[config.mk]
export PLATFORM = sky130hd
export DESIGN_NAME = sgc_spi_ctrl
export DESIGN_NICKNAME = d
export VERILOG_FILES = /design/src/sgc_pkg.sv /design/src/sgc_spi_ctrl.sv
export SDC_FILE = /design/constraint.sdc
export NUM_CORES = 1
export LEC_CHECK = 0
export ABC_AREA = 1
export BUFFER_PORTS_ARGS = -buffer_cell sky130_fd_sc_hd__buf_2
export CORE_MARGIN = 4
export CORE_UTILIZATION = 49
export DETAILED_ROUTE_END_ITERATION = 10
export PLACE_DENSITY_LB_ADDON = 0.2
export SYNTH_ARGS = -nofsm -noshare
export SYNTH_HDL_FRONTEND = slang
export SYNTH_SLANG_ARGS = --single-unit
[constraint.sdc]
create_clock -name mclk_i -period 3.7 [get_ports mclk_i]
set_clock_uncertainty 0.2 [all_clocks]
set_input_delay 0.37 -clock mclk_i [delete_from_list [all_inputs] [get_ports mclk_i]]
set_output_delay 0.37 -clock mclk_i [all_outputs]
set_load 0.05 [all_outputs]
[src/sgc_pkg.sv]
package sgc_pkg;
  localparam logic [6:0] OFS_GCR0 = 7'h00;
  localparam logic [6:0] OFS_GCR1 = 7'h04;
  localparam logic [6:0] OFS_INT = 7'h08;
  localparam logic [6:0] OFS_LVL = 7'h0C;
  localparam logic [6:0] OFS_FLG = 7'h10;
  localparam logic [6:0] OFS_PC0 = 7'h14;
  localparam logic [6:0] OFS_PC2 = 7'h1C;
  localparam logic [6:0] OFS_DAT1 = 7'h3C;
  localparam logic [6:0] OFS_BUF = 7'h40;
  localparam logic [6:0] OFS_PEEK = 7'h44;
  localparam logic [6:0] OFS_DLY = 7'h48;
  localparam logic [6:0] OFS_DEF = 7'h4C;
  localparam logic [6:0] OFS_FMT0 = 7'h50;
  localparam logic [6:0] OFS_FMT1 = 7'h54;
  localparam logic [6:0] OFS_FMT2 = 7'h58;
  localparam logic [6:0] OFS_FMT3 = 7'h5C;
  localparam logic [6:0] OFS_VEC0 = 7'h60;
  localparam logic [6:0] OFS_VEC1 = 7'h64;
  // Global control 1 field positions.
  localparam int B_MASTER = 0;
  localparam int B_CLKSRC = 1;
  localparam int B_SLEEP = 8;
  localparam int B_LOOP = 16;
  localparam int B_XFER_EN = 24;
  localparam logic [31:0] GCR1_MASK = 32'h0101_0103;
  // Interrupt enable register fields.
  localparam int B_RX_IRQ_EN = 8;
  localparam int B_TX_IRQ_EN = 9;
  localparam int B_DMA_EN = 16;
  localparam int B_WAIT_TRI = 24;
  localparam logic [31:0] INT_MASK = 32'h0101_035F;
  localparam logic [31:0] LVL_MASK = 32'h0000_035F;
  // Flag register fields.
  localparam int B_RX_FULL = 8;
  localparam int B_TX_EMPTY = 9;
  localparam int B_OVRN = 6;
  localparam int B_BITERR = 4;
  localparam logic [31:0] FLG_W1C_MASK = 32'h0000_015F;
  localparam logic [31:0] PC0_MASK = 32'h0000_0E03;
  // Receive buffer status bits.
  localparam int B_BUF_EMPTY = 31;
  localparam int B_BUF_OVRN = 30;
  localparam int B_BUF_TXFULL = 29;
  localparam int B_BUF_BITERR = 28;
  localparam logic [31:0] BUF_RESET = 32'h8000_0000;
  localparam int B_DFSEL_LO = 24;
  // Word format: low 5 bits char length, bits 15:8 prescale, bit 17 polarity.
  localparam int B_POL = 17;
  localparam logic [4:0] CHAR_DEFAULT = 5'h10;
  localparam int WORD_W = 16;
  localparam logic [31:0] RDATA_ZERO = 32'h0000_0000;

  typedef struct packed {
    logic sclk;
    logic mosi;
    logic miso;
  } sgc_pins_t;

  typedef struct packed {
    logic [6:0] addr;
    logic rd;
    logic wr;
    logic [31:0] wdata;
  } sgc_req_t;
endpackage

[src/sgc_spi_ctrl.sv]
`timescale 1ns/1ns
// Functional notes
// - Separate transmit and receive DMA sync pulse outputs.
// - DMA pulses only while DMA request enable is set.
// - Reading receive buffer clears the receive-full flag.
// - Sleep bit freezes internal logic; clearing it resumes.
// - Register accesses still complete while asleep, clocking logic one cycle.
// - Loopback feeds transmit output to receiver; pins disconnected.
// - In loopback, clock pin idles inactive and master-in stays undriven.
// - Loopback overrun sets the same flags as normal; bit error never sets in loopback.
// - Emulation halts ignored; the block keeps running.
// - Peek register reads without side effects; buffer read clears its flags.
// - Decode offsets 0h to 64h; others reserved.
// - Reset-control bit 0 holds module in reset when zero.
// - Transfer enable low clears shifters, tx word, flags, buffers; empty reads one.
// - Clock-source bit picks external or internal clock, sets wait/select direction.
// - Direction bit chooses data pin directions; slave never makes clock.
// - Reserved control bits read zero and ignore writes.
// - Tx DMA on shift load; rx DMA on buffer load.
module sgc_spi_ctrl (
  input wire logic mclk_i,
  input wire logic rst_n_i,
  input wire logic [6:0] avm_address_i,
  input wire logic avm_read_i,
  input wire logic avm_write_i,
  input wire logic [31:0] avm_writedata_i,
  output logic [31:0] avm_readdata_o,
  output logic avm_waitrequest_o,
  input wire logic sclk_in_i,
  output logic sclk_out_o,
  output logic sclk_oe_o,
  input wire logic master_out_line_i,
  output logic master_out_line_o,
  output logic master_out_line_oe_o,
  input wire logic master_in_line_i,
  output logic master_in_line_o,
  output logic master_in_line_oe_o,
  output logic cs_n_o,
  output logic cs_n_oe_o,
  output logic wait_n_o,
  output logic wait_n_oe_o,
  output logic tx_dma_sync_event_o,
  output logic rx_dma_sync_event_o,
  output logic irq_line_a_o,
  output logic irq_line_b_o
);
  logic rst_ctl_r, resetn;
  logic [31:0] gcr1_r, int_r, lvl_r, flg_r, pc0_r, dat1_r, buf_r, dly_r, def_r;
  logic [31:0] fmt_r [4];
  logic ack_r, acc_go, run;
  logic [sgc_pkg::WORD_W-1:0] txsh_r, rxsh_r, rxword_r;
  logic [4:0] cnt_r;
  logic busy_r, tx_pend_r, sclk_int_r, rx_done, shift_load;
  logic [7:0] pre_r;
  logic [2:0] sck_s_r, miso_s_r, mosi_s_r;
  logic ext_edge_prev_r;
  logic [31:0] rdata_nxt;
  logic [31:0] fmt_sel;
  logic master, loop, xen, pol;
  logic serial_in, sample_edge, shift_edge;
  logic irq_a_nxt, irq_b_nxt;
  sgc_pkg::sgc_pins_t pins_q;

  function automatic logic [31:0] rmask(input logic [31:0] v, input logic [31:0] m);
    return v & m;
  endfunction

  assign master = gcr1_r[sgc_pkg::B_MASTER];
  assign loop = gcr1_r[sgc_pkg::B_LOOP];
  assign xen = gcr1_r[sgc_pkg::B_XFER_EN];
  assign fmt_sel = fmt_r[dat1_r[sgc_pkg::B_DFSEL_LO +: 2]];
  assign pol = fmt_sel[sgc_pkg::B_POL];
  // One wait state per access; the read or write commits on the acked edge.
  assign acc_go = (avm_read_i | avm_write_i) & ack_r;
  // Sleep gating. Each access lets the logic run for that one cycle.
  assign run = ~gcr1_r[sgc_pkg::B_SLEEP] | acc_go;
  // No halt input: only the reset input, the sleep bit, the reset-control bit or transfer enable can stop the block.
  assign resetn = rst_n_i & rst_ctl_r;
  // Settled pin levels, taken only from the third sampler stage.
  assign pins_q = {sck_s_r[2], mosi_s_r[2], miso_s_r[2]};

  always_ff @(posedge mclk_i) begin
    if (!rst_n_i) begin
      ack_r <= 1'b0;
    end else begin
      ack_r <= (avm_read_i | avm_write_i) & ~ack_r;
    end
  end

  // Three-flop samplers on all pins; a change counts once stages two and three agree.
  always_ff @(posedge mclk_i) begin
    if (!rst_n_i) begin
      sck_s_r <= 3'h0;
      miso_s_r <= 3'h0;
      mosi_s_r <= 3'h0;
      ext_edge_prev_r <= 1'b0;
    end else begin
      sck_s_r <= {sck_s_r[1:0], sclk_in_i};
      miso_s_r <= {miso_s_r[1:0], master_in_line_i};
      mosi_s_r <= {mosi_s_r[1:0], master_out_line_i};
      if (sck_s_r[1] == sck_s_r[2]) begin
        ext_edge_prev_r <= sck_s_r[2];
      end
    end
  end

  always_ff @(posedge mclk_i) begin
    if (!rst_n_i) begin
      rst_ctl_r <= 1'b0;
    end else if (acc_go && avm_write_i && avm_address_i == sgc_pkg::OFS_GCR0) begin
      rst_ctl_r <= avm_writedata_i[0];
    end
  end

  // Control, interrupt, level and pin writes are masked so reserved bits never store; delay and format keep every bit.
  always_ff @(posedge mclk_i) begin
    if (!resetn) begin
      gcr1_r <= 32'h0000_0000;
      int_r <= 32'h0000_0000;
      lvl_r <= 32'h0000_0000;
      pc0_r <= 32'h0000_0000;
      dly_r <= 32'h0000_0000;
      def_r <= 32'h0000_00FF;
      for (int i = 0; i < 4; i++) begin
        fmt_r[i] <= {27'h0, sgc_pkg::CHAR_DEFAULT};
      end
    end else if (acc_go && avm_write_i) begin
      case (avm_address_i)
        sgc_pkg::OFS_GCR1: gcr1_r <= rmask(avm_writedata_i, sgc_pkg::GCR1_MASK);
        sgc_pkg::OFS_INT: int_r <= rmask(avm_writedata_i, sgc_pkg::INT_MASK);
        sgc_pkg::OFS_LVL: lvl_r <= rmask(avm_writedata_i, sgc_pkg::LVL_MASK);
        sgc_pkg::OFS_PC0: pc0_r <= rmask(avm_writedata_i, sgc_pkg::PC0_MASK);
        sgc_pkg::OFS_DLY: dly_r <= avm_writedata_i;
        sgc_pkg::OFS_DEF: def_r <= {24'h0, avm_writedata_i[7:0]};
        sgc_pkg::OFS_FMT0: fmt_r[0] <= avm_writedata_i;
        sgc_pkg::OFS_FMT1: fmt_r[1] <= avm_writedata_i;
        sgc_pkg::OFS_FMT2: fmt_r[2] <= avm_writedata_i;
        sgc_pkg::OFS_FMT3: fmt_r[3] <= avm_writedata_i;
        default: ;
      endcase
    end
  end

  // Internal clock source drives the serial clock; slave never does.
  // Loopback takes the transmit bit straight back in.
  assign serial_in = loop ? txsh_r[sgc_pkg::WORD_W-1] : (master ? pins_q.miso : pins_q.mosi);
  // The internal clock toggles once per prescale period; data is taken on the leading edge.
  assign sample_edge = master && gcr1_r[sgc_pkg::B_CLKSRC] ? (pre_r == 8'h00 && sclk_int_r == pol)
                     : (sck_s_r[1] == sck_s_r[2] && sck_s_r[2] != ext_edge_prev_r && sck_s_r[2] != pol);
  assign shift_edge = master && gcr1_r[sgc_pkg::B_CLKSRC] ? (pre_r == 8'h00 && sclk_int_r != pol)
                    : (sck_s_r[1] == sck_s_r[2] && sck_s_r[2] != ext_edge_prev_r && sck_s_r[2] == pol);
  // A word written mid-character waits in the pending slot until the shifter is free.
  assign shift_load = tx_pend_r && !busy_r;
  assign rx_done = busy_r && sample_edge && cnt_r == 5'h01;

  // Transmit word, shifters and bit counter.
  always_ff @(posedge mclk_i) begin
    if (!resetn || !xen) begin
      // Transfer disable clears shifters and the transmit word.
      dat1_r <= 32'h0000_0000;
      txsh_r <= '0;
      rxsh_r <= '0;
      cnt_r <= 5'h00;
      busy_r <= 1'b0;
      tx_pend_r <= 1'b0;
      pre_r <= 8'h00;
      sclk_int_r <= 1'b0;
    end else if (run) begin
      if (acc_go && avm_write_i && avm_address_i == sgc_pkg::OFS_DAT1) begin
        dat1_r <= avm_writedata_i;
        tx_pend_r <= 1'b1;
      end else if (shift_load) begin
        tx_pend_r <= 1'b0;
      end
      pre_r <= (pre_r == 8'h00) ? fmt_sel[15:8] : pre_r - 8'h01;
      if (!busy_r) begin
        sclk_int_r <= pol;
      end else if (pre_r == 8'h00) begin
        sclk_int_r <= ~sclk_int_r;
      end
      if (shift_load) begin
        txsh_r <= dat1_r[sgc_pkg::WORD_W-1:0] << (5'(sgc_pkg::WORD_W) - fmt_sel[4:0]);
        cnt_r <= fmt_sel[4:0];
        busy_r <= 1'b1;
      end else if (busy_r) begin
        if (sample_edge) begin
          rxsh_r <= {rxsh_r[sgc_pkg::WORD_W-2:0], serial_in};
          cnt_r <= cnt_r - 5'h01;
          busy_r <= cnt_r != 5'h01;
        end
        if (shift_edge) begin
          txsh_r <= {txsh_r[sgc_pkg::WORD_W-2:0], 1'b0};
        end
      end
    end
  end

  // Internal receive holding word, cleared with the transfer enable like the buffer.
  always_ff @(posedge mclk_i) begin
    if (!resetn || !xen) begin
      rxword_r <= '0;
    end else if (run && rx_done) begin
      rxword_r <= {rxsh_r[sgc_pkg::WORD_W-2:0], serial_in};
    end
  end

  // Flags: hardware set wins over a software clear in the same cycle.
  always_ff @(posedge mclk_i) begin
    if (!resetn || !xen) begin
      // Flags and buffer cleared, empty bit reads one.
      flg_r <= 32'h0000_0000;
      buf_r <= sgc_pkg::BUF_RESET;
    end else if (run) begin
      if (acc_go && avm_write_i && avm_address_i == sgc_pkg::OFS_FLG) begin
        flg_r <= flg_r & ~rmask(avm_writedata_i, sgc_pkg::FLG_W1C_MASK);
      end
      // Buffer read clears receive-full, sets the empty bit and clears the overrun and bit error buffer bits.
      if (acc_go && avm_read_i && avm_address_i == sgc_pkg::OFS_BUF) begin
        flg_r[sgc_pkg::B_RX_FULL] <= 1'b0;
        buf_r[sgc_pkg::B_BUF_EMPTY] <= 1'b1;
        buf_r[sgc_pkg::B_BUF_OVRN] <= 1'b0;
        buf_r[sgc_pkg::B_BUF_BITERR] <= 1'b0;
      end
      flg_r[sgc_pkg::B_TX_EMPTY] <= ~tx_pend_r;
      buf_r[sgc_pkg::B_BUF_TXFULL] <= tx_pend_r;
      if (rx_done) begin
        buf_r[sgc_pkg::WORD_W-1:0] <= {rxsh_r[sgc_pkg::WORD_W-2:0], serial_in};
        buf_r[sgc_pkg::B_BUF_EMPTY] <= 1'b0;
        flg_r[sgc_pkg::B_RX_FULL] <= 1'b1;
        // Overrun acts the same in loopback; the bit error check below never fires there.
        if (!buf_r[sgc_pkg::B_BUF_EMPTY]) begin
          flg_r[sgc_pkg::B_OVRN] <= 1'b1;
          buf_r[sgc_pkg::B_BUF_OVRN] <= 1'b1;
        end
      end
      // The echo comes back through the samplers, so this check needs half bits longer than four clocks.
      if (busy_r && master && sample_edge && (loop ? 1'b0 : pins_q.mosi) != txsh_r[sgc_pkg::WORD_W-1] && !loop) begin
        flg_r[sgc_pkg::B_BITERR] <= 1'b1;
        buf_r[sgc_pkg::B_BUF_BITERR] <= 1'b1;
      end
    end
  end

  // DMA sync pulses on shift load and buffer load, gated by enable.
  always_ff @(posedge mclk_i) begin
    if (!resetn) begin
      tx_dma_sync_event_o <= 1'b0;
      rx_dma_sync_event_o <= 1'b0;
    end else begin
      tx_dma_sync_event_o <= run && xen && shift_load && int_r[sgc_pkg::B_DMA_EN];
      rx_dma_sync_event_o <= run && xen && rx_done && int_r[sgc_pkg::B_DMA_EN];
    end
  end

  // Each enabled flag drives the line picked by its level bit; both lines are levels.
  always_comb begin
    irq_a_nxt = 1'b0;
    irq_b_nxt = 1'b0;
    for (int i = 0; i < 10; i++) begin
      if (flg_r[i] && int_r[i]) begin
        if (lvl_r[i]) begin
          irq_b_nxt = 1'b1;
        end else begin
          irq_a_nxt = 1'b1;
        end
      end
    end
  end

  // Pin drive: loopback idles the clock and releases data pins.
  always_ff @(posedge mclk_i) begin
    if (!resetn) begin
      sclk_out_o <= 1'b0;
      sclk_oe_o <= 1'b0;
      master_out_line_o <= 1'b0;
      master_out_line_oe_o <= 1'b0;
      master_in_line_o <= 1'b0;
      master_in_line_oe_o <= 1'b0;
      cs_n_o <= 1'b1;
      cs_n_oe_o <= 1'b0;
      wait_n_o <= 1'b1;
      wait_n_oe_o <= 1'b0;
      irq_line_a_o <= 1'b0;
      irq_line_b_o <= 1'b0;
    end else begin
      sclk_out_o <= loop ? pol : sclk_int_r;
      sclk_oe_o <= master && gcr1_r[sgc_pkg::B_CLKSRC];
      master_out_line_o <= txsh_r[sgc_pkg::WORD_W-1];
      master_out_line_oe_o <= master && !loop;
      master_in_line_o <= txsh_r[sgc_pkg::WORD_W-1];
      master_in_line_oe_o <= !master && !loop && busy_r;
      cs_n_o <= !(busy_r && master);
      // Clock source sets the select and wait pin directions.
      cs_n_oe_o <= gcr1_r[sgc_pkg::B_CLKSRC];
      wait_n_o <= !(tx_pend_r || busy_r);
      wait_n_oe_o <= !gcr1_r[sgc_pkg::B_CLKSRC] && !(int_r[sgc_pkg::B_WAIT_TRI] && !(tx_pend_r || busy_r));
      irq_line_a_o <= irq_a_nxt;
      irq_line_b_o <= irq_b_nxt;
    end
  end

  // Read decode; peek reads the buffer with no side effect.
  always_comb begin
    case (avm_address_i)
      sgc_pkg::OFS_GCR0: rdata_nxt = {31'h0, rst_ctl_r};
      sgc_pkg::OFS_GCR1: rdata_nxt = gcr1_r;
      sgc_pkg::OFS_INT: rdata_nxt = int_r;
      sgc_pkg::OFS_LVL: rdata_nxt = lvl_r;
      sgc_pkg::OFS_FLG: rdata_nxt = flg_r;
      sgc_pkg::OFS_PC0: rdata_nxt = pc0_r;
      sgc_pkg::OFS_PC2: rdata_nxt = {29'h0, pins_q.mosi, pins_q.miso, pins_q.sclk};
      sgc_pkg::OFS_DAT1: rdata_nxt = dat1_r;
      sgc_pkg::OFS_BUF: rdata_nxt = buf_r;
      sgc_pkg::OFS_PEEK: rdata_nxt = buf_r;
      sgc_pkg::OFS_DLY: rdata_nxt = dly_r;
      sgc_pkg::OFS_DEF: rdata_nxt = def_r;
      sgc_pkg::OFS_FMT0: rdata_nxt = fmt_r[0];
      sgc_pkg::OFS_FMT1: rdata_nxt = fmt_r[1];
      sgc_pkg::OFS_FMT2: rdata_nxt = fmt_r[2];
      sgc_pkg::OFS_FMT3: rdata_nxt = fmt_r[3];
      sgc_pkg::OFS_VEC0: rdata_nxt = {31'h0, irq_line_a_o};
      sgc_pkg::OFS_VEC1: rdata_nxt = {31'h0, irq_line_b_o};
      default: rdata_nxt = sgc_pkg::RDATA_ZERO;
    endcase
  end

  // Read data registered on the wait cycle so it stands at the acked edge.
  always_ff @(posedge mclk_i) begin
    if (!rst_n_i) begin
      avm_readdata_o <= sgc_pkg::RDATA_ZERO;
      avm_waitrequest_o <= 1'b1;
    end else begin
      avm_readdata_o <= rdata_nxt;
      avm_waitrequest_o <= !((avm_read_i | avm_write_i) & ~ack_r);
    end
  end
endmodule

Yosys cells after proc, flatten, opt, wreduce, memory -nomap -nowiden
Memories as Yosys holds them, arrays and structs flattened. A register that Yosys moved wholly into a read port is not among the register bits.
Cells that the tools add are included.
Operators by class
  add/subtract/negate cells: 3
  eq/ne operators: 27
  shift operators: 1
  multiplexer cells: 87
  bitwise operators: 16
  reductions and logical operators: 78
Operators with widths (count)
  $pmux 32 s17: 1
  $mux 32: 4
  $eq 7x7->1 const B: 10
  $mux 1: 70
  $mux 16: 3
  $logic_and 1x1->1: 37
  $and 32x32->32: 1
  $not 9->32: 1
  $reduce_and 2->1: 15
  $eq 7x5->1 const B: 3
  $shl 16x5->16: 1
  $mux 5: 3
  $eq 7x4->1 const B: 2
  $reduce_bool 2->1: 7
  $logic_not 1->1: 10
  $mux 9: 1
  $logic_not 8->1: 1
  $mux 2: 4
  $mux 8: 1
  $sub 8x1->8 const B: 1
  $eq 7x3->1 const B: 1
  $eq 7x6->1 const B: 1
  $logic_not 7->1: 1
  $or 1x1->1: 6
  14 further kinds: 27
Storage, ports and cells
  register bits after elaboration: 257
  RAM bits: 128
  memories kept: 1
Memories
  fmt_r: depth 4, bits a word 32, rd ports 5, clocked after Yosys merged registers in 1, write ports 4, line sgc_spi_ctrl.sv:49  | logic [31:0] fmt_r [4];

Logic depth before layout (Yosys ltp)
  word-level depth: 16
  depth in mapped cells: 19

Worst setup path after synthesis
No wires, ideal clock.
  path type: input-to-reg
  from: in avm_address_i[1]
  to: mem fmt_r[2][0], enable pin
  library setup time: 0.466 ns
  arrival time: 3.291 ns
  setup slack: -0.257 ns
  stages: 5
  buffers on the path: 0
  cells stage by stage: nor2_2 nand3_1 nor2_2 inv_2 o21ai_0
RTL lines
  start, declared: line sgc_spi_ctrl.sv:23  | input wire logic [6:0] avm_address_i,
  end, declared: line sgc_spi_ctrl.sv:49

==> results_tabular.tex <==
\begin{tabular}{lr}
\hline
Metric & Value \\
\hline
\multicolumn{2}{l}{\textbf{Yosys}} \\
\quad Most used DFF post-synth & dfxtp\_1 \\
\quad Fraction of the mapped netlist area in simple logic gates & 21.4\% \\
\quad Count of synthesis-stage warnings from yosys & 0 \\
\quad Share of async-settable or async-resettable flops after synthesis & 0\% \\
\quad Dominant combinational cell family by area after synthesis & simple AND/OR/NAND/NOR gates \\
\quad Adder and majority cell fraction of the synthesized area & 0.318\% \\
\quad Area share of the largest cell type after synthesis & 29.9\% \\
\quad Post-synthesis xor/xnor area fraction & 0.278\% \\
\quad Count of state elements after synthesis & 363 \\
\quad Largest area contributor in the synthesized netlist & dfxtp\_1 \\
\quad Sequential cell area fraction in the yosys report & 54.3\% \\
\quad Fraction of the mapped netlist area in compound gates & 16.3\% \\
\quad Synthesized Nets & 1986 \\
\quad Synthesized area divided by synthesized cell count & 8.14 µm² \\
\quad Post-Synthesis Cell Area & 15800 µm² \\
\quad Fraction of synthesized area in multiplexers & 0\% \\
\quad Synth area leaders & dfxtp\_1 30\%, edfxtp\_1 24\%, nand2\_1 9.0\%, a21oi\_1 5.9\%, nor2\_1 5.3\% \\
\quad Number of synthesized flops with an enable pin & 128 \\
\quad Yosys cell types & 47 \\
\quad Number of instances in the synthesized netlist & 1936 \\
\multicolumn{2}{l}{\textbf{Worst setup path}} \\
\quad CP endpoint kind & flip-flop \\
\quad Data arrival, critical path & 3.33 ns \\
\quad Critical Setup Path Class & flip-flop to flip-flop \\
\quad Crit-path most repeated cell & nand2\_1 \\
\quad Critical path's slowest cell & clkinv\_1 \\
\quad Cells along the critical path & inv\_2 -> nand2\_1 -> nand3\_2 -> nand2\_2 -> ha\_1 -> buf\_4 -> clkinv\_1 -> nand3\_1 -> or2\_0 -> nand2\_1 -> nand2\_1 -> nand3\_1 -> nand2\_1 -> inv\_1 \\
\quad Slowest Stage Delay on Critical Path & 0.40 ns \\
\quad Data required, critical path & 3.93 ns \\
\quad Critical Path Fanout Max & 31 \\
\quad Combined buffer and inverter count along the critical path & 4 \\
\quad Largest delay share family, worst path & simple AND/OR/NAND/NOR gates \\
\quad Kind of launch point of the worst setup path & flip-flop \\
\multicolumn{2}{l}{\textbf{Layout}} \\
\quad Commonest non-fill, non-tap cell in the layout & nand2\_1 \\
\quad Final std cell area, no fill & 18200 µm² \\
\quad Number of nets in the final layout & 2085 \\
\quad Synth-to-Final Area Change & 15.8\% \\
\quad N\_diodes & 0 \\
\quad Filler Cells Inserted & 2855 \\
\quad Layout cell share with drive strength beyond 1 & 11.2\% \\
\quad Post-layout utilization of the core & 57.7\% \\
\quad Commonest cells after routing, fill and taps aside & 376 x nand2\_1, 235 x dfxtp\_1, 222 x nor2\_1 \\
\multicolumn{2}{l}{\textbf{Clocking}} \\
\quad Buffer cell driving the clock tree root & clkbuf\_16 \\
\quad Clk slew on worst S/H paths & 0.06 ns \\
\quad H-Tree Depth & 2 \\
\quad Post-CTS Setup Inserts & 0 \\
\quad Clk sinks & 363 \\
\quad CTS tree & done \\
\quad Clk\_lat worst skew & 0.54 ns \\
\quad Maximum clock path buffer count & 3 \\
\quad Number of buffers created by CTS & 40 \\
\multicolumn{2}{l}{\textbf{Routing}} \\
\quad Routed wire length & 51400 µm \\
\quad Avg WL per Cell & 20.8 µm \\
\quad Number of iterations in the first detailed-routing pass & 6 \\
\quad DR vias & 14.4k \\
\quad Number of DRC violations after detailed routing & 0 \\
\quad DR iter-0 viols & 1594 \\
\quad Average via count per standard cell & 5.83 \\
\quad Post-detailed-route count of antenna-violating nets & 0 \\
\multicolumn{2}{l}{\textbf{Job}} \\
\quad Max cap viols & 0 \\
\multicolumn{2}{l}{\textbf{Global route}} \\
\quad Global routing usage summed across all routing layers & 28.3\% \\
\quad Overflow left after global routing & 0 \\
\quad First-pass GRT wire length & 78900 µm \\
\quad Largest net degree at the start of global routing & 80 \\
\quad Number of antenna violations at the first check in global routing & 0 \\
\quad Via count of the first global-routing pass & 13.4k \\
\multicolumn{2}{l}{\textbf{Run status}} \\
\quad Outcome & finished, final reports clean \\
\multicolumn{2}{l}{\textbf{STA}} \\
\quad Relative max-transition margin & 23.5\% \\
\quad Final total negative setup slack & 0 ns \\
\quad Hold WS & 0.0272 ns \\
\quad FMAX & 322 MHz \\
\quad Total of endpoints with negative setup slack in the final report & 0 \\
\quad Number of pins with negative max-slew slack in the final report & 0 \\
\quad Tcrit/Tclk final & 83.9\% \\
\quad Post-layout minimum cycle time & 3.10 ns \\
\quad Unrepaired setup endpoints after global routing & no \\
\quad Final Hold Vio Count & 0 \\
\quad Worst-Margin Slew & 1.15 ns \\
\multicolumn{2}{l}{\textbf{Floorplan}} \\
\quad Number of cell rows & 65 \\
\quad Initial cell density of the core & 49.8\% \\
\quad IO Count & 93 \\
\quad Die boundary height & 187 µm \\
\quad Die extent in x & 187 µm \\
\quad Core region area & 31600 µm² \\
\quad Full die area & 35100 µm² \\
\multicolumn{2}{l}{\textbf{Placement}} \\
\quad Final Wtd Congestion & 0.981 \\
\quad Area of placed instances & 16700 µm² \\
\quad Post-DP HPWL & 33900 µm \\
\quad PortBufs & 92 \\
\multicolumn{2}{l}{\textbf{Worst hold path}} \\
\quad Tightest Hold Check Type & primary input to flip-flop \\
\multicolumn{2}{l}{\textbf{Power}} \\
\quad Cell leakage power & 7.62 nW \\
\quad Pwr per Cell Area & 457 nW/µm² \\
\quad VDD IR max & 0.368 mV \\
\hline
\end{tabular}
flip-flops by register name (all words and copies together) (netlist names), 10 cells and up, named ones only:
register,flops
avm_readdata_o,32
rxsh_r,15
txsh_r,16
buf_r,20
int_r,10
dly_r,32
fmt_r,128
dat1_r,32
worst reg2reg max path: cells and delay by family (launching register included):
family,cells,cell delay (ns)
and+or+nand+nor,9,1.19
buffers and inverters,4,1.01
DFF,1,0.32
adders and majority gates,1,0.28
layer usage:
metal / wire length [µm] / global-route usage (%)
met2: 23300 / 45.1
met5: 0 / 0
met1: 21600 / 39.6
met3: 4660 / 4.63
met4: 1790 / 9.67
synthesized netlist by cell type, types with 2 or more instances:
library cell,n
a221oi_1,3
clkbuf_1,71
a21oi_1,187
dfxtp_1,235
nor2_2,8
inv_1,175
buf_4,6
buf_2,21
edfxtp_1,128
nor4_1,2
nand4_1,13
nand3_1,158
a41oi_1,12
buf_6,4
or2_0,2
a211oi_1,15
xor2_1,4
clkinv_1,8
o21ai_1,10
o21ai_0,167
ha_1,4
nand2_2,6
nand2_1,376
a22o_1,8
nor3_1,17
o221ai_1,2
a31oi_1,8
inv_2,7
o22ai_1,17
o211ai_1,19
o2111a_1,3
nor2_1,224
or2_1,2
power breakdown:
group,internal (mW),switching (mW)
clock,2.35,1.70
combinational,0.0515,0.119
sequential,4.11,0.00387
total,6.51,1.82
area by class of cell:
class | instances | area (µm²) | area share (%)
tap | 402 | 503 | 2.76
sequential | 363 | 8550 | 46.8
clock buffer | 53 | 1110 | 6.08
inverter | 190 | 713 | 3.91
timing repair buffer | 159 | 1050 | 5.76
clock inverter | 20 | 228 | 1.25
multi-input combinational | 1281 | 6100 | 33.4
through the flow:
step,setup WS (ns),instances,total power [mW]
after global routing,0.385,2468,8.56
after detailed placement,0.608,2370,4.34
final,0.595,2468,8.33
after CTS,0.695,2468,8.36
after floorplan,-0.227,1936,4.27
after global placement,0.620,2370,4.34
kinds of logic after synthesis:
family          after synthesis
xor+xnor                      5
buf+inv                     292
simple gates                813
flops                       363
fa+ha+maj                     4
compound gates              459
path summary, 6_finish.rpt:
kind	start	end	slack (ns)	depth (start not counted)
worst max-delay path	flip-flop	txsh_r[12]	0.60	14
worst min register to register	mosi_s_r[0]	mosi_s_r[1]	0.22	2
worst max register to register	flip-flop	txsh_r[12]	0.60	14
worst min-delay path	avm_read_i	ack_r	0.03	3
timing repair:
| item | 4_1_cts | 5_1_grt |
|---|---|---|
| resized for setup | 0 | 0 |
| hold buffers | 25 | 0 |
| hold endpoints to repair | 45 | 0 |
No activity file was read; power rests on OpenSTA's default activity.
